<file path="config.mk">
export PLATFORM = sky130hd
export DESIGN_NAME = ldp_phy_flat
export DESIGN_NICKNAME = d
export VERILOG_FILES = /design/src/logic/ldp_pkg.sv /design/src/logic/ldp_link_if.sv /design/src/logic/ldp_phy.sv /design/src/flat_wrapper.sv
export SDC_FILE = /design/constraint.sdc
export NUM_CORES = 1
export LEC_CHECK = 0
export ABC_AREA = 1
export BUFFER_PORTS_ARGS = -buffer_cell sky130_fd_sc_hd__buf_2
export CAP_MARGIN = 20
export CORE_MARGIN = 5
export CORE_UTILIZATION = 42
export CTS_BUF_LIST = sky130_fd_sc_hd__clkbuf_8
export CTS_CLUSTER_DIAMETER = 120
export CTS_CLUSTER_SIZE = 16
export DETAILED_ROUTE_END_ITERATION = 6
export PLACE_DENSITY_LB_ADDON = 0.15
export SETUP_SLACK_MARGIN = 0.4
export SLEW_MARGIN = 20
export SYNTH_ARGS = -nofsm -noshare
export SYNTH_HDL_FRONTEND = slang
export SYNTH_SLANG_ARGS = --single-unit
</file>
<file path="constraint.sdc">
create_clock -name clk_i -period 3.1 [get_ports clk_i]
set_clock_uncertainty 0.2 [all_clocks]
set_input_delay 0.465 -clock clk_i [delete_from_list [all_inputs] [get_ports clk_i]]
set_output_delay 0.465 -clock clk_i [all_outputs]
set_load 0.1 [all_outputs]
</file>
<file path="src/logic/ldp_pkg.sv">
// Shared constants for the reduced-latency memory PHY and its controller
package ldp_pkg;
  // ****************************************
  // Widths
  // ****************************************
  localparam int ADDR_W = 20; // Memory address width
  localparam int BANK_W = 4; // Bank address width
  localparam int DATA_W = 16; // Data bus width
  localparam int MASK_W = 2; // Write mask width
  localparam int LAT_W = 6; // Latency report width
  localparam int RM_W = 2; // Rank multiply width
  // ****************************************
  // Timing
  // ****************************************
  localparam int CLK_MHZ = 100; // Core clock rate
  localparam int CAL_TIME_NS = 2000; // Calibration window length
  localparam int CAL_CYC = CAL_TIME_NS * CLK_MHZ / 1000; // Calibration cycles
  localparam int CAL_MIN_EDGES = 4; // Read clock edges needed to pass
  localparam logic [LAT_W-1:0] RD_LAT = 6'h0A; // Read command to valid
  localparam logic [LAT_W-1:0] WR_LAT = 6'h03; // Write command to data
  localparam int RST_REQ_MIN = 2; // Least reset request width
  // ****************************************
  // Controller register map
  // ****************************************
  localparam logic [7:0] REG_CTRL = 8'h00; // Recal and reset request
  localparam logic [7:0] REG_STATUS = 8'h04; // Calibration and latency status
  localparam logic [7:0] REG_IRQ_STAT = 8'h08; // Sticky events, write one clears
  localparam logic [7:0] REG_IRQ_MASK = 8'h0C; // Event enables
  localparam logic [7:0] REG_ADDR = 8'h10; // Address, bank, rank
  localparam logic [7:0] REG_WDATA = 8'h14; // Write data and mask
  localparam logic [7:0] REG_CMD = 8'h18; // Command launch
  localparam logic [7:0] REG_RDATA = 8'h1C; // Last read data
  // Field positions
  localparam int CTRL_RECAL = 0; // Recalibrate request bit
  localparam int CTRL_RESET = 1; // Interface reset request bit
  localparam int CMD_WRITE = 0; // Write command bit
  localparam int CMD_READ = 1; // Read command bit
  localparam int CMD_REFRESH = 2; // Refresh command bit
  localparam int ADDR_BANK = 20; // Bank field base
  localparam int ADDR_RANK = 24; // Rank field bit
  localparam int WDATA_MASK = 16; // Mask field base
  localparam int ST_SUCCESS = 0; // Status success bit
  localparam int ST_FAIL = 1; // Status fail bit
  localparam int ST_RDONE = 2; // Status reset done bit
  localparam int ST_BUSY = 3; // Status busy bit
  localparam int ST_RLAT = 8; // Read latency field
  localparam int ST_WLAT = 16; // Write latency field
  localparam int IRQ_OK = 0; // Calibration passed event
  localparam int IRQ_FAIL = 1; // Calibration failed event
  localparam int IRQ_RD = 2; // Read data returned event
  localparam int IRQ_REFUSED = 3; // Command refused event
  localparam int IRQ_W = 4; // Event count
endpackage

</file>
<file path="src/logic/ldp_link_if.sv">
// Controller-to-PHY command, data and status link
`timescale 1ns/100ps
interface ldp_link_if;
  import ldp_pkg::*;
  logic cal_success; // Calibration passed
  logic cal_fail; // Calibration failed
  logic cal_req; // Recalibrate request
  logic [LAT_W-1:0] rd_lat; // Read latency in cycles
  logic [LAT_W-1:0] wr_lat; // Write latency in cycles
  logic [ADDR_W-1:0] addr; // Address
  logic [BANK_W-1:0] bank; // Bank address
  logic cs_n; // Chip select, low active
  logic we_n; // Write command, low active
  logic ref_n; // Refresh command, low active
  logic [MASK_W-1:0] ctrl_write_mask; // Write mask
  logic wdata_valid; // Write data qualifier
  logic [DATA_W-1:0] wdata; // Write data
  logic rdata_en; // Read data expected
  logic [DATA_W-1:0] rdata; // Read data
  logic rdata_valid; // Read data qualifier
  logic rrank; // Read rank
  logic wrank; // Write rank
  logic link_reset_n; // Link domain reset
  logic half_clk; // Half-rate clock
  logic reset_req; // Interface reset request
  logic reset_done; // Reset sequence finished
  modport phy (output cal_success, cal_fail, rd_lat, wr_lat, rdata, rdata_valid,
    link_reset_n, half_clk, reset_done,
    input cal_req, addr, bank, cs_n, we_n, ref_n, ctrl_write_mask, wdata_valid,
    wdata, rdata_en, rrank, wrank, reset_req);
  modport mc (input cal_success, cal_fail, rd_lat, wr_lat, rdata, rdata_valid,
    link_reset_n, half_clk, reset_done,
    output cal_req, addr, bank, cs_n, we_n, ref_n, ctrl_write_mask, wdata_valid,
    wdata, rdata_en, rrank, wrank, reset_req);
endinterface

</file>
<file path="src/logic/ldp_phy.sv">
// PHY end: calibration, latency report, command forwarding and memory pins
//
// Chosen here: the register offsets and register access over Wishbone.
`timescale 1ns/100ps
// Notes on behaviour
// - Link reset asserts at once, releases clocked
// - Half-rate clock toggles every core cycle
// - Report read latency in core cycles
// - Report write latency in core cycles
// - Recalibration request restarts calibration
// - Separate link success and fail outputs
// - User-visible success and fail status levels
// - Controller flags valid write data exactly
// - Read valid marks exactly valid read data
// - Controller read enable announces expected data
// - Rank hints switch per-rank shadow settings
// - Forward address, bank, selects, commands, mask
// - Drive command/write clocks, sample read clock
// - Two-bit rank multiply output for buffers
// - Extra clocks need proper domain crossing
// - Debug reset released synchronous to debug clock; this PHY has no debug clock or debug reset
// - Reset request held high two cycles
// - Reset done high when ready, low in reset
module ldp_phy #(
  parameter int CK_HALF = 2, // Core cycles per memory clock half period
  parameter int CAL_CYCLES = ldp_pkg::CAL_CYC, // Calibration window
  parameter bit LR_MODULE = 1'b1 // Load-reduced module fitted
) (
  input wire logic clk_i, // Core clock
  input wire logic rst_i, // Synchronous reset, high
  ldp_link_if.phy link, // Controller side
  output logic memory_command_clock_o, // Command clock, true leg
  output logic memory_command_clock_n_o, // Command clock, negative leg
  output logic memory_write_clock_o, // Write clock, true leg
  output logic memory_write_clock_n_o, // Write clock, negative leg
  input wire logic memory_read_clock_i, // Read clock, true leg
  input wire logic memory_read_clock_n_i, // Read clock, negative leg
  output logic [ldp_pkg::ADDR_W-1:0] mem_addr_o, // Address
  output logic [ldp_pkg::BANK_W-1:0] mem_bank_o, // Bank address
  output logic mem_cs_n_o, // Chip select
  output logic mem_we_n_o, // Write command
  output logic mem_ref_n_o, // Refresh command
  output logic mem_reset_n_o, // Memory reset
  output logic [ldp_pkg::MASK_W-1:0] memory_write_mask_o, // Write mask
  output logic [ldp_pkg::DATA_W-1:0] mem_dq_o, // Data out
  output logic mem_dq_oe_o, // Data drive enable
  input wire logic [ldp_pkg::DATA_W-1:0] mem_dq_i, // Data in
  output logic [ldp_pkg::RM_W-1:0] rank_multiply_out_o, // Extra buffer selects
  output logic [ldp_pkg::LAT_W-1:0] shadow_trim_o, // Active rank trim
  output logic cal_success_o, // User status: passed
  output logic cal_fail_o // User status: failed
);
  import ldp_pkg::*;

  // Divider and window counters are 8 and 16 bits, larger settings would wrap
  if (CK_HALF < 1 || CK_HALF > 256 || CAL_CYCLES < 2 || CAL_CYCLES > 65536 || RD_LAT < 3) begin
    $error("ldp_phy: parameter out of range");
  end

  typedef enum logic [3:0] {
    CAL_RESET = 4'b0001,
    CAL_RUN = 4'b0010,
    CAL_PASS = 4'b0100,
    CAL_FAILED = 4'b1000
  } ldp_cal_e;

  // ****************************************
  // Reset request and link reset
  // ****************************************
  logic [1:0] req_sync; // Request synchroniser
  logic [1:0] rel_pipe; // Release pipeline
  logic in_reset; // Internal reset level

  // Request may come from another domain, so it is synchronised first
  always_ff @(posedge clk_i) begin
    req_sync <= {req_sync[0], link.reset_req};
  end

  assign in_reset = rst_i | req_sync[1];

  // Assert on the same edge as the cause, release two edges later
  always_ff @(posedge clk_i) begin
    if (in_reset) begin
      rel_pipe <= 2'h0;
    end else begin
      rel_pipe <= {rel_pipe[0], 1'b1};
    end
  end

  always_ff @(posedge clk_i) begin
    link.link_reset_n <= rel_pipe[1] & ~in_reset;
    mem_reset_n_o <= rel_pipe[1] & ~in_reset;
    link.reset_done <= rel_pipe[1] & ~in_reset;
  end

  // ****************************************
  // Half-rate clock
  // ****************************************
  // Kept as a data-path toggle: a single clock tree feeds the whole block
  always_ff @(posedge clk_i) begin
    if (rst_i) begin
      link.half_clk <= 1'b0;
    end else begin
      link.half_clk <= ~link.half_clk;
    end
  end

  // ****************************************
  // Memory clock divider
  // ****************************************
  logic [7:0] ck_cnt; // Divider count
  logic ck_lvl; // Divided clock level

  always_ff @(posedge clk_i) begin
    if (rst_i || ck_cnt == 8'(CK_HALF - 1)) begin
      ck_cnt <= 8'h00;
    end else begin
      ck_cnt <= ck_cnt + 8'h01;
    end
  end

  always_ff @(posedge clk_i) begin
    if (rst_i) begin
      ck_lvl <= 1'b0;
    end else if (ck_cnt == 8'(CK_HALF - 1)) begin
      ck_lvl <= ~ck_lvl;
    end
  end

  // Both pairs come straight from flip-flops, complements in step
  always_ff @(posedge clk_i) begin
    memory_command_clock_o <= ck_lvl;
    memory_command_clock_n_o <= ~ck_lvl;
    memory_write_clock_o <= ck_lvl;
    memory_write_clock_n_o <= ~ck_lvl;
  end

  // ****************************************
  // Read clock sampling
  // ****************************************
  logic [1:0] qk_sync; // True leg synchroniser
  logic [1:0] qkn_sync; // Negative leg synchroniser
  logic qk_last; // Previous synchronised level
  logic qk_rise; // Qualified rising edge

  always_ff @(posedge clk_i) begin
    qk_sync <= {qk_sync[0], memory_read_clock_i};
    qkn_sync <= {qkn_sync[0], memory_read_clock_n_i};
    qk_last <= qk_sync[1];
  end

  // An edge only counts while the legs disagree, filtering a stuck pair
  assign qk_rise = qk_sync[1] & ~qk_last & ~qkn_sync[1];

  // ****************************************
  // Calibration sequencer
  // ****************************************
  ldp_cal_e cal_st; // Sequencer state
  ldp_cal_e next_cal_st; // Next state
  logic [15:0] cal_cnt; // Window counter
  logic [7:0] edge_cnt; // Edges seen in window
  logic cal_end; // Window over

  assign cal_end = cal_cnt == 16'(CAL_CYCLES - 1);

  always_comb begin
    next_cal_st = cal_st;
    case (cal_st)
      CAL_RESET: next_cal_st = CAL_RUN; // Leave reset into calibration
      CAL_RUN: begin
        if (cal_end) begin
          next_cal_st = (edge_cnt >= 8'(CAL_MIN_EDGES)) ? CAL_PASS : CAL_FAILED;
        end
      end
      CAL_PASS, CAL_FAILED: begin
        if (link.cal_req) begin
          next_cal_st = CAL_RUN;
        end
      end
      default: next_cal_st = CAL_RESET;
    endcase
  end

  always_ff @(posedge clk_i) begin
    if (in_reset) begin
      cal_st <= CAL_RESET;
    end else begin
      cal_st <= next_cal_st;
    end
  end

  // Counters restart at every entry into the window
  always_ff @(posedge clk_i) begin
    if (cal_st != CAL_RUN) begin
      cal_cnt <= 16'h0000;
      edge_cnt <= 8'h00;
    end else begin
      cal_cnt <= cal_cnt + 16'h0001;
      if (qk_rise && edge_cnt != 8'hFF) begin
        edge_cnt <= edge_cnt + 8'h01;
      end
    end
  end

  // One-hot state keeps the two flags exclusive
  always_ff @(posedge clk_i) begin
    link.cal_success <= next_cal_st == CAL_PASS && !in_reset;
    link.cal_fail <= next_cal_st == CAL_FAILED && !in_reset;
    cal_success_o <= next_cal_st == CAL_PASS && !in_reset;
    cal_fail_o <= next_cal_st == CAL_FAILED && !in_reset;
  end

  // ****************************************
  // Latency report
  // ****************************************
  always_ff @(posedge clk_i) begin
    link.rd_lat <= RD_LAT;
    link.wr_lat <= WR_LAT;
  end

  // ****************************************
  // Per-rank shadow settings
  // ****************************************
  logic [LAT_W-1:0] trim [2]; // Per-rank trim values
  logic act_rank; // Rank currently selected

  // Each rank keeps the edge count of its last calibration window, pass or fail, as a trim value
  for (genvar r = 0; r < 2; r++) begin : g_rank
    always_ff @(posedge clk_i) begin
      if (rst_i) begin
        trim[r] <= '0;
      end else if (cal_st == CAL_RUN && cal_end && act_rank == 1'(r)) begin
        trim[r] <= edge_cnt[LAT_W-1:0];
      end
    end
  end

  // A read hint wins over a write hint in the same cycle
  always_ff @(posedge clk_i) begin
    if (rst_i) begin
      act_rank <= 1'b0;
    end else if (link.rdata_en) begin
      act_rank <= link.rrank;
    end else if (link.wdata_valid) begin
      act_rank <= link.wrank;
    end
  end

  always_ff @(posedge clk_i) begin
    shadow_trim_o <= trim[act_rank];
    rank_multiply_out_o <= LR_MODULE ? {1'b0, act_rank} : '0;
  end

  // ****************************************
  // Command and write forwarding
  // ****************************************
  // Idle values are driven while in reset so the memory sees no command
  always_ff @(posedge clk_i) begin
    if (in_reset) begin
      mem_cs_n_o <= 1'b1;
      mem_we_n_o <= 1'b1;
      mem_ref_n_o <= 1'b1;
      mem_addr_o <= '0;
      mem_bank_o <= '0;
      memory_write_mask_o <= '0;
    end else begin
      mem_cs_n_o <= link.cs_n;
      mem_we_n_o <= link.we_n;
      mem_ref_n_o <= link.ref_n;
      mem_addr_o <= link.addr;
      mem_bank_o <= link.bank;
      memory_write_mask_o <= link.ctrl_write_mask;
    end
  end

  // Data pins are driven only in cycles flagged by the controller
  always_ff @(posedge clk_i) begin
    mem_dq_oe_o <= link.wdata_valid & ~in_reset;
    mem_dq_o <= link.wdata;
  end

  // ****************************************
  // Read return path
  // ****************************************
  logic [RD_LAT-1:0] rd_pipe; // Read enable delay line
  logic [DATA_W-1:0] dq_s1; // Data synchroniser, first stage
  logic [DATA_W-1:0] dq_s2; // Data synchroniser, second stage

  always_ff @(posedge clk_i) begin
    dq_s1 <= mem_dq_i;
    dq_s2 <= dq_s1;
  end

  // Last stage is registered below, so the pipe is one short of RD_LAT
  always_ff @(posedge clk_i) begin
    if (in_reset || cal_st != CAL_PASS) begin
      rd_pipe <= '0;
    end else begin
      rd_pipe <= {rd_pipe[RD_LAT-2:0], link.rdata_en};
    end
  end

  always_ff @(posedge clk_i) begin
    link.rdata_valid <= rd_pipe[RD_LAT-2];
    link.rdata <= rd_pipe[RD_LAT-2] ? dq_s2 : '0;
  end
endmodule

</file>
<file path="src/flat_wrapper.sv">
// flat-port wrapper written by rule: the top's interface ports become plain ports
module ldp_phy_flat import ldp_pkg::*;
#(
  parameter int CK_HALF = 2,                                            
  parameter int CAL_CYCLES = ldp_pkg::CAL_CYC,                      
  parameter bit LR_MODULE = 1'b1                              
)
  (clk_i, rst_i, memory_command_clock_o, memory_command_clock_n_o, memory_write_clock_o, memory_write_clock_n_o, memory_read_clock_i, memory_read_clock_n_i, mem_addr_o, mem_bank_o, mem_cs_n_o, mem_we_n_o, mem_ref_n_o, mem_reset_n_o, memory_write_mask_o, mem_dq_o, mem_dq_oe_o, mem_dq_i, rank_multiply_out_o, shadow_trim_o, cal_success_o, cal_fail_o, link_cal_success, link_cal_fail, link_rd_lat, link_wr_lat, link_rdata, link_rdata_valid, link_link_reset_n, link_half_clk, link_reset_done, link_cal_req, link_addr, link_bank, link_cs_n, link_we_n, link_ref_n, link_ctrl_write_mask, link_wdata_valid, link_wdata, link_rdata_en, link_rrank, link_wrank, link_reset_req);
  ldp_link_if link_i ();
  input wire logic clk_i;
  input wire logic rst_i;
  output logic memory_command_clock_o;
  output logic memory_command_clock_n_o;
  output logic memory_write_clock_o;
  output logic memory_write_clock_n_o;
  input wire logic memory_read_clock_i;
  input wire logic memory_read_clock_n_i;
  output logic [ldp_pkg::ADDR_W-1:0] mem_addr_o;
  output logic [ldp_pkg::BANK_W-1:0] mem_bank_o;
  output logic mem_cs_n_o;
  output logic mem_we_n_o;
  output logic mem_ref_n_o;
  output logic mem_reset_n_o;
  output logic [ldp_pkg::MASK_W-1:0] memory_write_mask_o;
  output logic [ldp_pkg::DATA_W-1:0] mem_dq_o;
  output logic mem_dq_oe_o;
  input wire logic [ldp_pkg::DATA_W-1:0] mem_dq_i;
  output logic [ldp_pkg::RM_W-1:0] rank_multiply_out_o;
  output logic [ldp_pkg::LAT_W-1:0] shadow_trim_o;
  output logic cal_success_o;
  output logic cal_fail_o;
  output wire logic [$bits(link_i.cal_success)-1:0] link_cal_success;
  output wire logic [$bits(link_i.cal_fail)-1:0] link_cal_fail;
  output wire logic [$bits(link_i.rd_lat)-1:0] link_rd_lat;
  output wire logic [$bits(link_i.wr_lat)-1:0] link_wr_lat;
  output wire logic [$bits(link_i.rdata)-1:0] link_rdata;
  output wire logic [$bits(link_i.rdata_valid)-1:0] link_rdata_valid;
  output wire logic [$bits(link_i.link_reset_n)-1:0] link_link_reset_n;
  output wire logic [$bits(link_i.half_clk)-1:0] link_half_clk;
  output wire logic [$bits(link_i.reset_done)-1:0] link_reset_done;
  input wire logic [$bits(link_i.cal_req)-1:0] link_cal_req;
  input wire logic [$bits(link_i.addr)-1:0] link_addr;
  input wire logic [$bits(link_i.bank)-1:0] link_bank;
  input wire logic [$bits(link_i.cs_n)-1:0] link_cs_n;
  input wire logic [$bits(link_i.we_n)-1:0] link_we_n;
  input wire logic [$bits(link_i.ref_n)-1:0] link_ref_n;
  input wire logic [$bits(link_i.ctrl_write_mask)-1:0] link_ctrl_write_mask;
  input wire logic [$bits(link_i.wdata_valid)-1:0] link_wdata_valid;
  input wire logic [$bits(link_i.wdata)-1:0] link_wdata;
  input wire logic [$bits(link_i.rdata_en)-1:0] link_rdata_en;
  input wire logic [$bits(link_i.rrank)-1:0] link_rrank;
  input wire logic [$bits(link_i.wrank)-1:0] link_wrank;
  input wire logic [$bits(link_i.reset_req)-1:0] link_reset_req;
  assign link_cal_success = link_i.cal_success;
  assign link_cal_fail = link_i.cal_fail;
  assign link_rd_lat = link_i.rd_lat;
  assign link_wr_lat = link_i.wr_lat;
  assign link_rdata = link_i.rdata;
  assign link_rdata_valid = link_i.rdata_valid;
  assign link_link_reset_n = link_i.link_reset_n;
  assign link_half_clk = link_i.half_clk;
  assign link_reset_done = link_i.reset_done;
  assign link_i.cal_req = link_cal_req;
  assign link_i.addr = link_addr;
  assign link_i.bank = link_bank;
  assign link_i.cs_n = link_cs_n;
  assign link_i.we_n = link_we_n;
  assign link_i.ref_n = link_ref_n;
  assign link_i.ctrl_write_mask = link_ctrl_write_mask;
  assign link_i.wdata_valid = link_wdata_valid;
  assign link_i.wdata = link_wdata;
  assign link_i.rdata_en = link_rdata_en;
  assign link_i.rrank = link_rrank;
  assign link_i.wrank = link_wrank;
  assign link_i.reset_req = link_reset_req;
  ldp_phy #(.CK_HALF(CK_HALF), .CAL_CYCLES(CAL_CYCLES), .LR_MODULE(LR_MODULE)) u_core (.clk_i(clk_i), .rst_i(rst_i), .link(link_i), .memory_command_clock_o(memory_command_clock_o), .memory_command_clock_n_o(memory_command_clock_n_o), .memory_write_clock_o(memory_write_clock_o), .memory_write_clock_n_o(memory_write_clock_n_o), .memory_read_clock_i(memory_read_clock_i), .memory_read_clock_n_i(memory_read_clock_n_i), .mem_addr_o(mem_addr_o), .mem_bank_o(mem_bank_o), .mem_cs_n_o(mem_cs_n_o), .mem_we_n_o(mem_we_n_o), .mem_ref_n_o(mem_ref_n_o), .mem_reset_n_o(mem_reset_n_o), .memory_write_mask_o(memory_write_mask_o), .mem_dq_o(mem_dq_o), .mem_dq_oe_o(mem_dq_oe_o), .mem_dq_i(mem_dq_i), .rank_multiply_out_o(rank_multiply_out_o), .shadow_trim_o(shadow_trim_o), .cal_success_o(cal_success_o), .cal_fail_o(cal_fail_o));
endmodule
</file>
==> results.cfg, run 1 <==
[clock_network]
numCtsBuffers = 17
clkTransAtPathRegs_ns = 0.09
tritoncts = done
clock_latency_ns = 0.45
cts_resized = 0
cts_sinks = 176
cts_root_buf = clkbuf_8
htreeDepth = 4
cts.path.max_buffers = 2
cts_setup_buffers = 0

[final_layout]
fillers = 1184
antenna_cells = 0
final_util = 0.5729
layout-drive-gt1-share = 0.2476
nNetsFinal = 903
finalInstanceArea_um2 = 7556
syn_to_final_growth_pct = 33.81

[drt]
drt-met1-wl_mm = 5.361
drt_iter0_drc = 173
topRoutingLayerUsed = met4
dr_wl_met2_mm = 6.502
wl_per_cell_um = 12.64
ant_nets = 0
drt_first_pass_iters = 4
totalWireLength_mm = 12.84
drc = 0
vias = 4342
vias_per_cell = 4.274
met3_wirelength_um = 749

[timing]
period_needed_ns = 2.207
setup_ws_ns = 0.8933
finalSetupViolCount = 0
final_hold_viol_count = 0
slew_headroom = 0.5837
worst_pin_slew_ns = 0.6236
rsz0062_at_grt = no
tns_ns = 0
maxSlewViolCount = 0
period_share = 0.7118
max_freq_mhz = 453.2

[global_routing]
grt_antenna_before_repair = 0
grt.total_usage = 0.1645
grt_pass1_vias = 4335
grt-ovfl-total = 0
grt_pass1_wl_mm = 20.93
grt_max_degree = 38

[synthesis]
synth_top_area_frac = 0.5814
ys_seq_area_frac = 0.6452
synth.area.top_cells = dfxtp_1 (58%), nand2_1 (6.5%), inv_1 (6.4%)
ys_seq_elements = 176
ys.warnings.count = 0
synth.distinct_cells = 33
syn_inst = 611
syn_area_per_cell_um2 = 9.242
syn_area_um2 = 5647
synth_largest_area_cell = dfxtp_1

[power_and_ir_drop]
p_leak_nw = 3.545
ir_drop_mv = 0.4919
power_density_nw_per_um2 = 633.4
p_total_mw = 4.786

[critical_path]
crit_arrival_ns = 2.15
required_ns = 3.04
endpoint_kind = register
cp_cell_sequence = nand2_1 > nor2_4 > inv_2 > nor3_1 > nand2_1 > nand2_1
slowest_delay_ns = 0.37
crit_path_start_kind = register
crit_fanout = 16
crit_slowest_cell = dfxtp_1
worstSetupPathType = reg2reg
cp_common_cell = nand2_1
r2r_setup_slack_ns = 0.89

[run_status]
status = complete, no violations

[floorplanning]
fp.dieH_um = 126.0
rows = 42
io_pins = 166
chipWidth_um = 126.0
core-area_um2 = 13190
start_util = 0.4281
die_area_um2 = 15860

[worst_hold_path]
hp-class = in2reg

[run]
drv_cap = 0

[placement]
dp_hpwl_mm = 8.940
place.port_buffers = 152
dp_worst_setup_slack_ns = 0.8845
place_area_um2 = 6481
place_congestion = 0.8666
-- cells in the mapped netlist, drive strengths merged --
| library cell | n |
|---|---|
| ha | 5 |
| xnor2 | 2 |
| nor2 | 98 |
| nand3 | 21 |
| nor3b | 2 |
| and3 | 1 |
| inv | 102 |
| nand2 | 102 |
| clkinv | 1 |
| conb | 2 |
| xor2 | 3 |
| o211ai | 2 |
| clkbuf | 5 |
| nor3 | 8 |
| a21oi | 26 |
| buf | 23 |
| nand3b | 1 |
| edfxtp | 12 |
| dfxtp | 164 |
| nand4 | 14 |
| o21ai | 11 |
| or2 | 4 |
| and2 | 2 |
-- state kept, by name (all words and copies together) (netlist names), 2 cells and up --
name	count
u_core.cal_cnt	16
u_core.cal_st	4
u_core.ck_cnt	8
u_core.dq_s1	16
u_core.dq_s2	16
u_core.edge_cnt	8
u_core.link.rdata	16
u_core.mem_addr_o	20
u_core.mem_bank_o	4
u_core.mem_dq_o	16
u_core.memory_write_mask_o	2
u_core.qk_sync	2
u_core.qkn_sync	2
u_core.rd_pipe	9
u_core.rel_pipe	2
u_core.req_sync	2
u_core.shadow_trim_o	6
u_core.trim	12
-- routing by layer --
metal	GRT usage	vias up
met3	0.05715	22
li1	-	2267
met2	0.2798	102
met5	0	-
met4	0.05994	0
met1	0.1925	1951
-- through the flow --
stage / std cells / hold slack (ns)
2_1_floorplan: 622 / 0.1096
5_1_grt: 1016 / 0.01396
3_3_place_gp: 922 / 0.1099
3_5_place_dp: 922 / 0.1121
6_report: 1016 / 0.03792
4_1_cts: 1016 / 0.003471
-- report_power, final --
part           leakage (nW)  switching, mW  internal (mW)  total, mW
sequential             1.47         0.0298           2.37       2.40
combinational          1.85          0.499          0.134      0.633
clock                 0.231          0.836          0.917       1.75
-- worst max-delay path, delay by kind of cell (launching register included) --
family | cells | cell delay (ns)
simple gates | 5 | 1.09
flops | 1 | 0.37
buf+inv | 1 | 0.22
-- path summary, 6_finish.rpt --
| check | from | end | cells after the start |
|---|---|---|---|
| min | link_bank[1] | u_core.mem_bank_o[1] | 3 |
| max | u_core.cal_st[1] | u_core.trim[1][4] | 6 |
| max reg2reg | u_core.cal_st[1] | u_core.trim[1][4] | 6 |
| min reg2reg | u_core.qkn_sync[0] | u_core.qkn_sync[1] | 0 |
-- layout make-up --
cell class | count | area, µm² | share of cell area
Multi-Input combinational cell | 315 | 1470 | 0.1946
Tap cell | 176 | 220.2 | 0.02914
Clock inverter | 14 | 206.4 | 0.02732
Sequential cell | 176 | 3643 | 0.4822
Timing Repair Buffer | 214 | 1381 | 0.1828
Inverter | 103 | 386.6 | 0.05117
Clock buffer | 18 | 247.7 | 0.03279
-- cells by family after synthesis --
family,after synthesis,share of synthesized area
flip-flops,176,0.6452
other,2,0.001330
adder cells (fa/ha/maj),5,0.01108
AND/OR/NAND/NOR,253,0.1974
buffers and inverters,131,0.1017
XOR/XNOR,5,0.007757
AO/OA/AOI/OAI,39,0.03545
-- cell usage in the layout (no fill, tap or decap), types with 3 or more instances in the layout --
cell type,Yosys,layout
o21ai_0,8,8
conb_1,2,13
buf_2,3,152
dlygate4sd3_1,0,62
ha_1,5,5
nor2_2,6,6
or2_2,4,4
nand2_2,4,4
inv_2,5,5
dfxtp_1,164,164
nand2_1,98,98
nor2_1,89,89
clkbuf_8,0,18
nand3_1,21,21
edfxtp_1,12,12
nand4_1,12,12
bufinv_16,0,4
inv_1,97,98
nor2_4,3,3
nor3_1,8,8
a21oi_1,26,26
o21ai_1,3,3
xor2_1,3,3
-- repair_timing --
action                                  in CTS  in global routing
hold buffers                                62                  0
endpoints found under the hold margin       62                  0
endpoints found under the setup margin       0                  0
No activity file was read; power rests on OpenSTA's default activity.
==> run 2: changes to the inputs <==
==> constraint.sdc (replaced) <==
create_clock -name clk_i -period 2.3 [get_ports clk_i]
set_clock_uncertainty 0.2 [all_clocks]
set_input_delay 0.345 -clock clk_i [delete_from_list [all_inputs] [get_ports clk_i]]
set_output_delay 0.345 -clock clk_i [all_outputs]
set_load 0.1 [all_outputs]
==> results.cfg, run 2 (synthesized netlist as in run 1, its figures left out) <==
[timing]
rsz0062_at_grt = no
period_share = 0.7718
final_hold_viol_count = 0
slew_headroom = 0.6189
max_freq_mhz = 563.4
finalSetupViolCount = 0
tns_ns = 0
maxSlewViolCount = 0
setup_ws_ns = 0.5249
period_needed_ns = 1.775
worst_pin_slew_ns = 0.5708

[critical_path]
crit_path_start_kind = register
worstSetupPathType = reg2out
endpoint_kind = primary output
crit_arrival_ns = 1.23
cp_top_family = buffers and inverters
crit_slowest_cell = buf_2
slowest_delay_ns = 0.43
required_ns = 1.75
cp_cell_sequence = buf_2
path_buf_inv = 1
crit_fanout = 1

[final_layout]
fillers = 1169
finalInstanceArea_um2 = 7669
antenna_cells = 0
layout_commonest_cell = dfxtp_1
multi_input_area_um2 = 1498
regArea_um2 = 3651
final_cell_mix = dfxtp_1 (158), buf_2 (152), inv_1 (98)
largest_register_ff_count = 20
top_register = u_core.mem_addr_o
syn_to_final_growth_pct = 35.81
nNetsFinal = 912
layout-drive-gt1-share = 0.2603

[placement]
dp_hpwl_mm = 8.613
place.port_buffers = 152
place_congestion = 0.8817
dp_worst_setup_slack_ns = 0.2879
place_area_um2 = 6510

[drt]
drc = 0
vias = 4393
totalWireLength_mm = 12.38
drt_first_pass_iters = 4
vias_per_cell = 4.286
drt_iter0_drc = 228
wl_per_cell_um = 12.08
ant_nets = 0

[global_routing]
grt.total_usage = 0.1587
grt_antenna_before_repair = 0
grt_pass1_vias = 4359
grt_max_degree = 27
grt_pass1_wl_mm = 20.26
grt-ovfl-total = 0

[floorplanning]
die_area_um2 = 15860
chipWidth_um = 126.0
io_pins = 166
core-area_um2 = 13190
start_util = 0.4281
rows = 42
fp.dieH_um = 126.0

[clock_network]
cts_setup_buffers = 0
htreeDepth = 4
cts.path.max_buffers = 2
tritoncts = done
clkTransAtPathRegs_ns = 0.09
cts_root_buf = clkbuf_8
cts_sinks = 176
clock_latency_ns = 0.44
numCtsBuffers = 17

[run_status]
status = complete, no violations

[run]
drv_cap = 0

[worst_hold_path]
hp-class = in2reg

[power_and_ir_drop]
power_density_nw_per_um2 = 839.2
p_leak_nw = 3.579
ir_drop_mv = 0.6669
==> run 2: cell count changes in the layout (fill, tap and decap cells not counted), sizes merged <==
cell	change
buf	+3
dlygate4sd3	+6
clkinv	-1
clkinvlp	+1
==> run 2: metal layers <==
layer  vias up  GRT usage  share of wire
li1       2281          -              -
met5         -          0              0
met4         0    0.05931          0.016
met1      1979     0.1740           0.41
met3        20    0.05419          0.058
met2       113     0.2836           0.52
==> run 2: worst paths after layout <==
check | from | end | slack, ns | cells past startpoint
setup / recovery | u_core.mem_dq_o[6] | mem_dq_o[6] | 0.52 | 1
setup reg to reg | u_core.cal_cnt[1] | u_core.trim[0][4] | 0.54 | 7
hold / removal | link_cal_req | u_core.link.cal_success | 0.06 | 4
hold reg to reg | u_core.qk_sync[0] | u_core.qk_sync[1] | 0.13 | 0
==> run 2: metrics by stage <==
step / total power [mW] / hold WS, ns / cells / utilization
finish: 6.436 / 0.05966 / 1025 / 0.5814
global route: 6.694 / 0.04989 / 1025 / 0.5814
CTS: 6.501 / 0.02691 / 1025 / 0.5800
detailed placement: 4.079 / 0.1121 / 925 / 0.4936
global placement: 4.069 / 0.1102 / 925 / 0.4936
floorplan: 3.952 / 0.1096 / 622 / -
==> run 2: repair_timing <==
| item | in CTS | in global routing |
|---|---|---|
| endpoints found under the hold margin | 69 | 0 |
| hold buffers | 68 | 0 |
| gates resized for setup | 3 | 4 |
| setup endpoints to repair | 12 | 12 |
==> run 2: power breakdown <==
| group | internal (mW) | switching, mW | total, mW |
|---|---|---|---|
| Sequential | 3.19 | 0.0362 | 3.23 |
| Combinational | 0.192 | 0.678 | 0.870 |
| Clock | 1.23 | 1.10 | 2.33 |
| Total | 4.62 | 1.82 | 6.44 |
==> run 2: final cells by class <==
cell class / count / share of cell area
timing repair buffer: 223 / 0.1909
multi-input combinational: 315 / 0.1953
sequential: 176 / 0.4761
clock buffer: 18 / 0.03231
tap: 176 / 0.02872
clock inverter: 14 / 0.02627
inverter: 103 / 0.05042
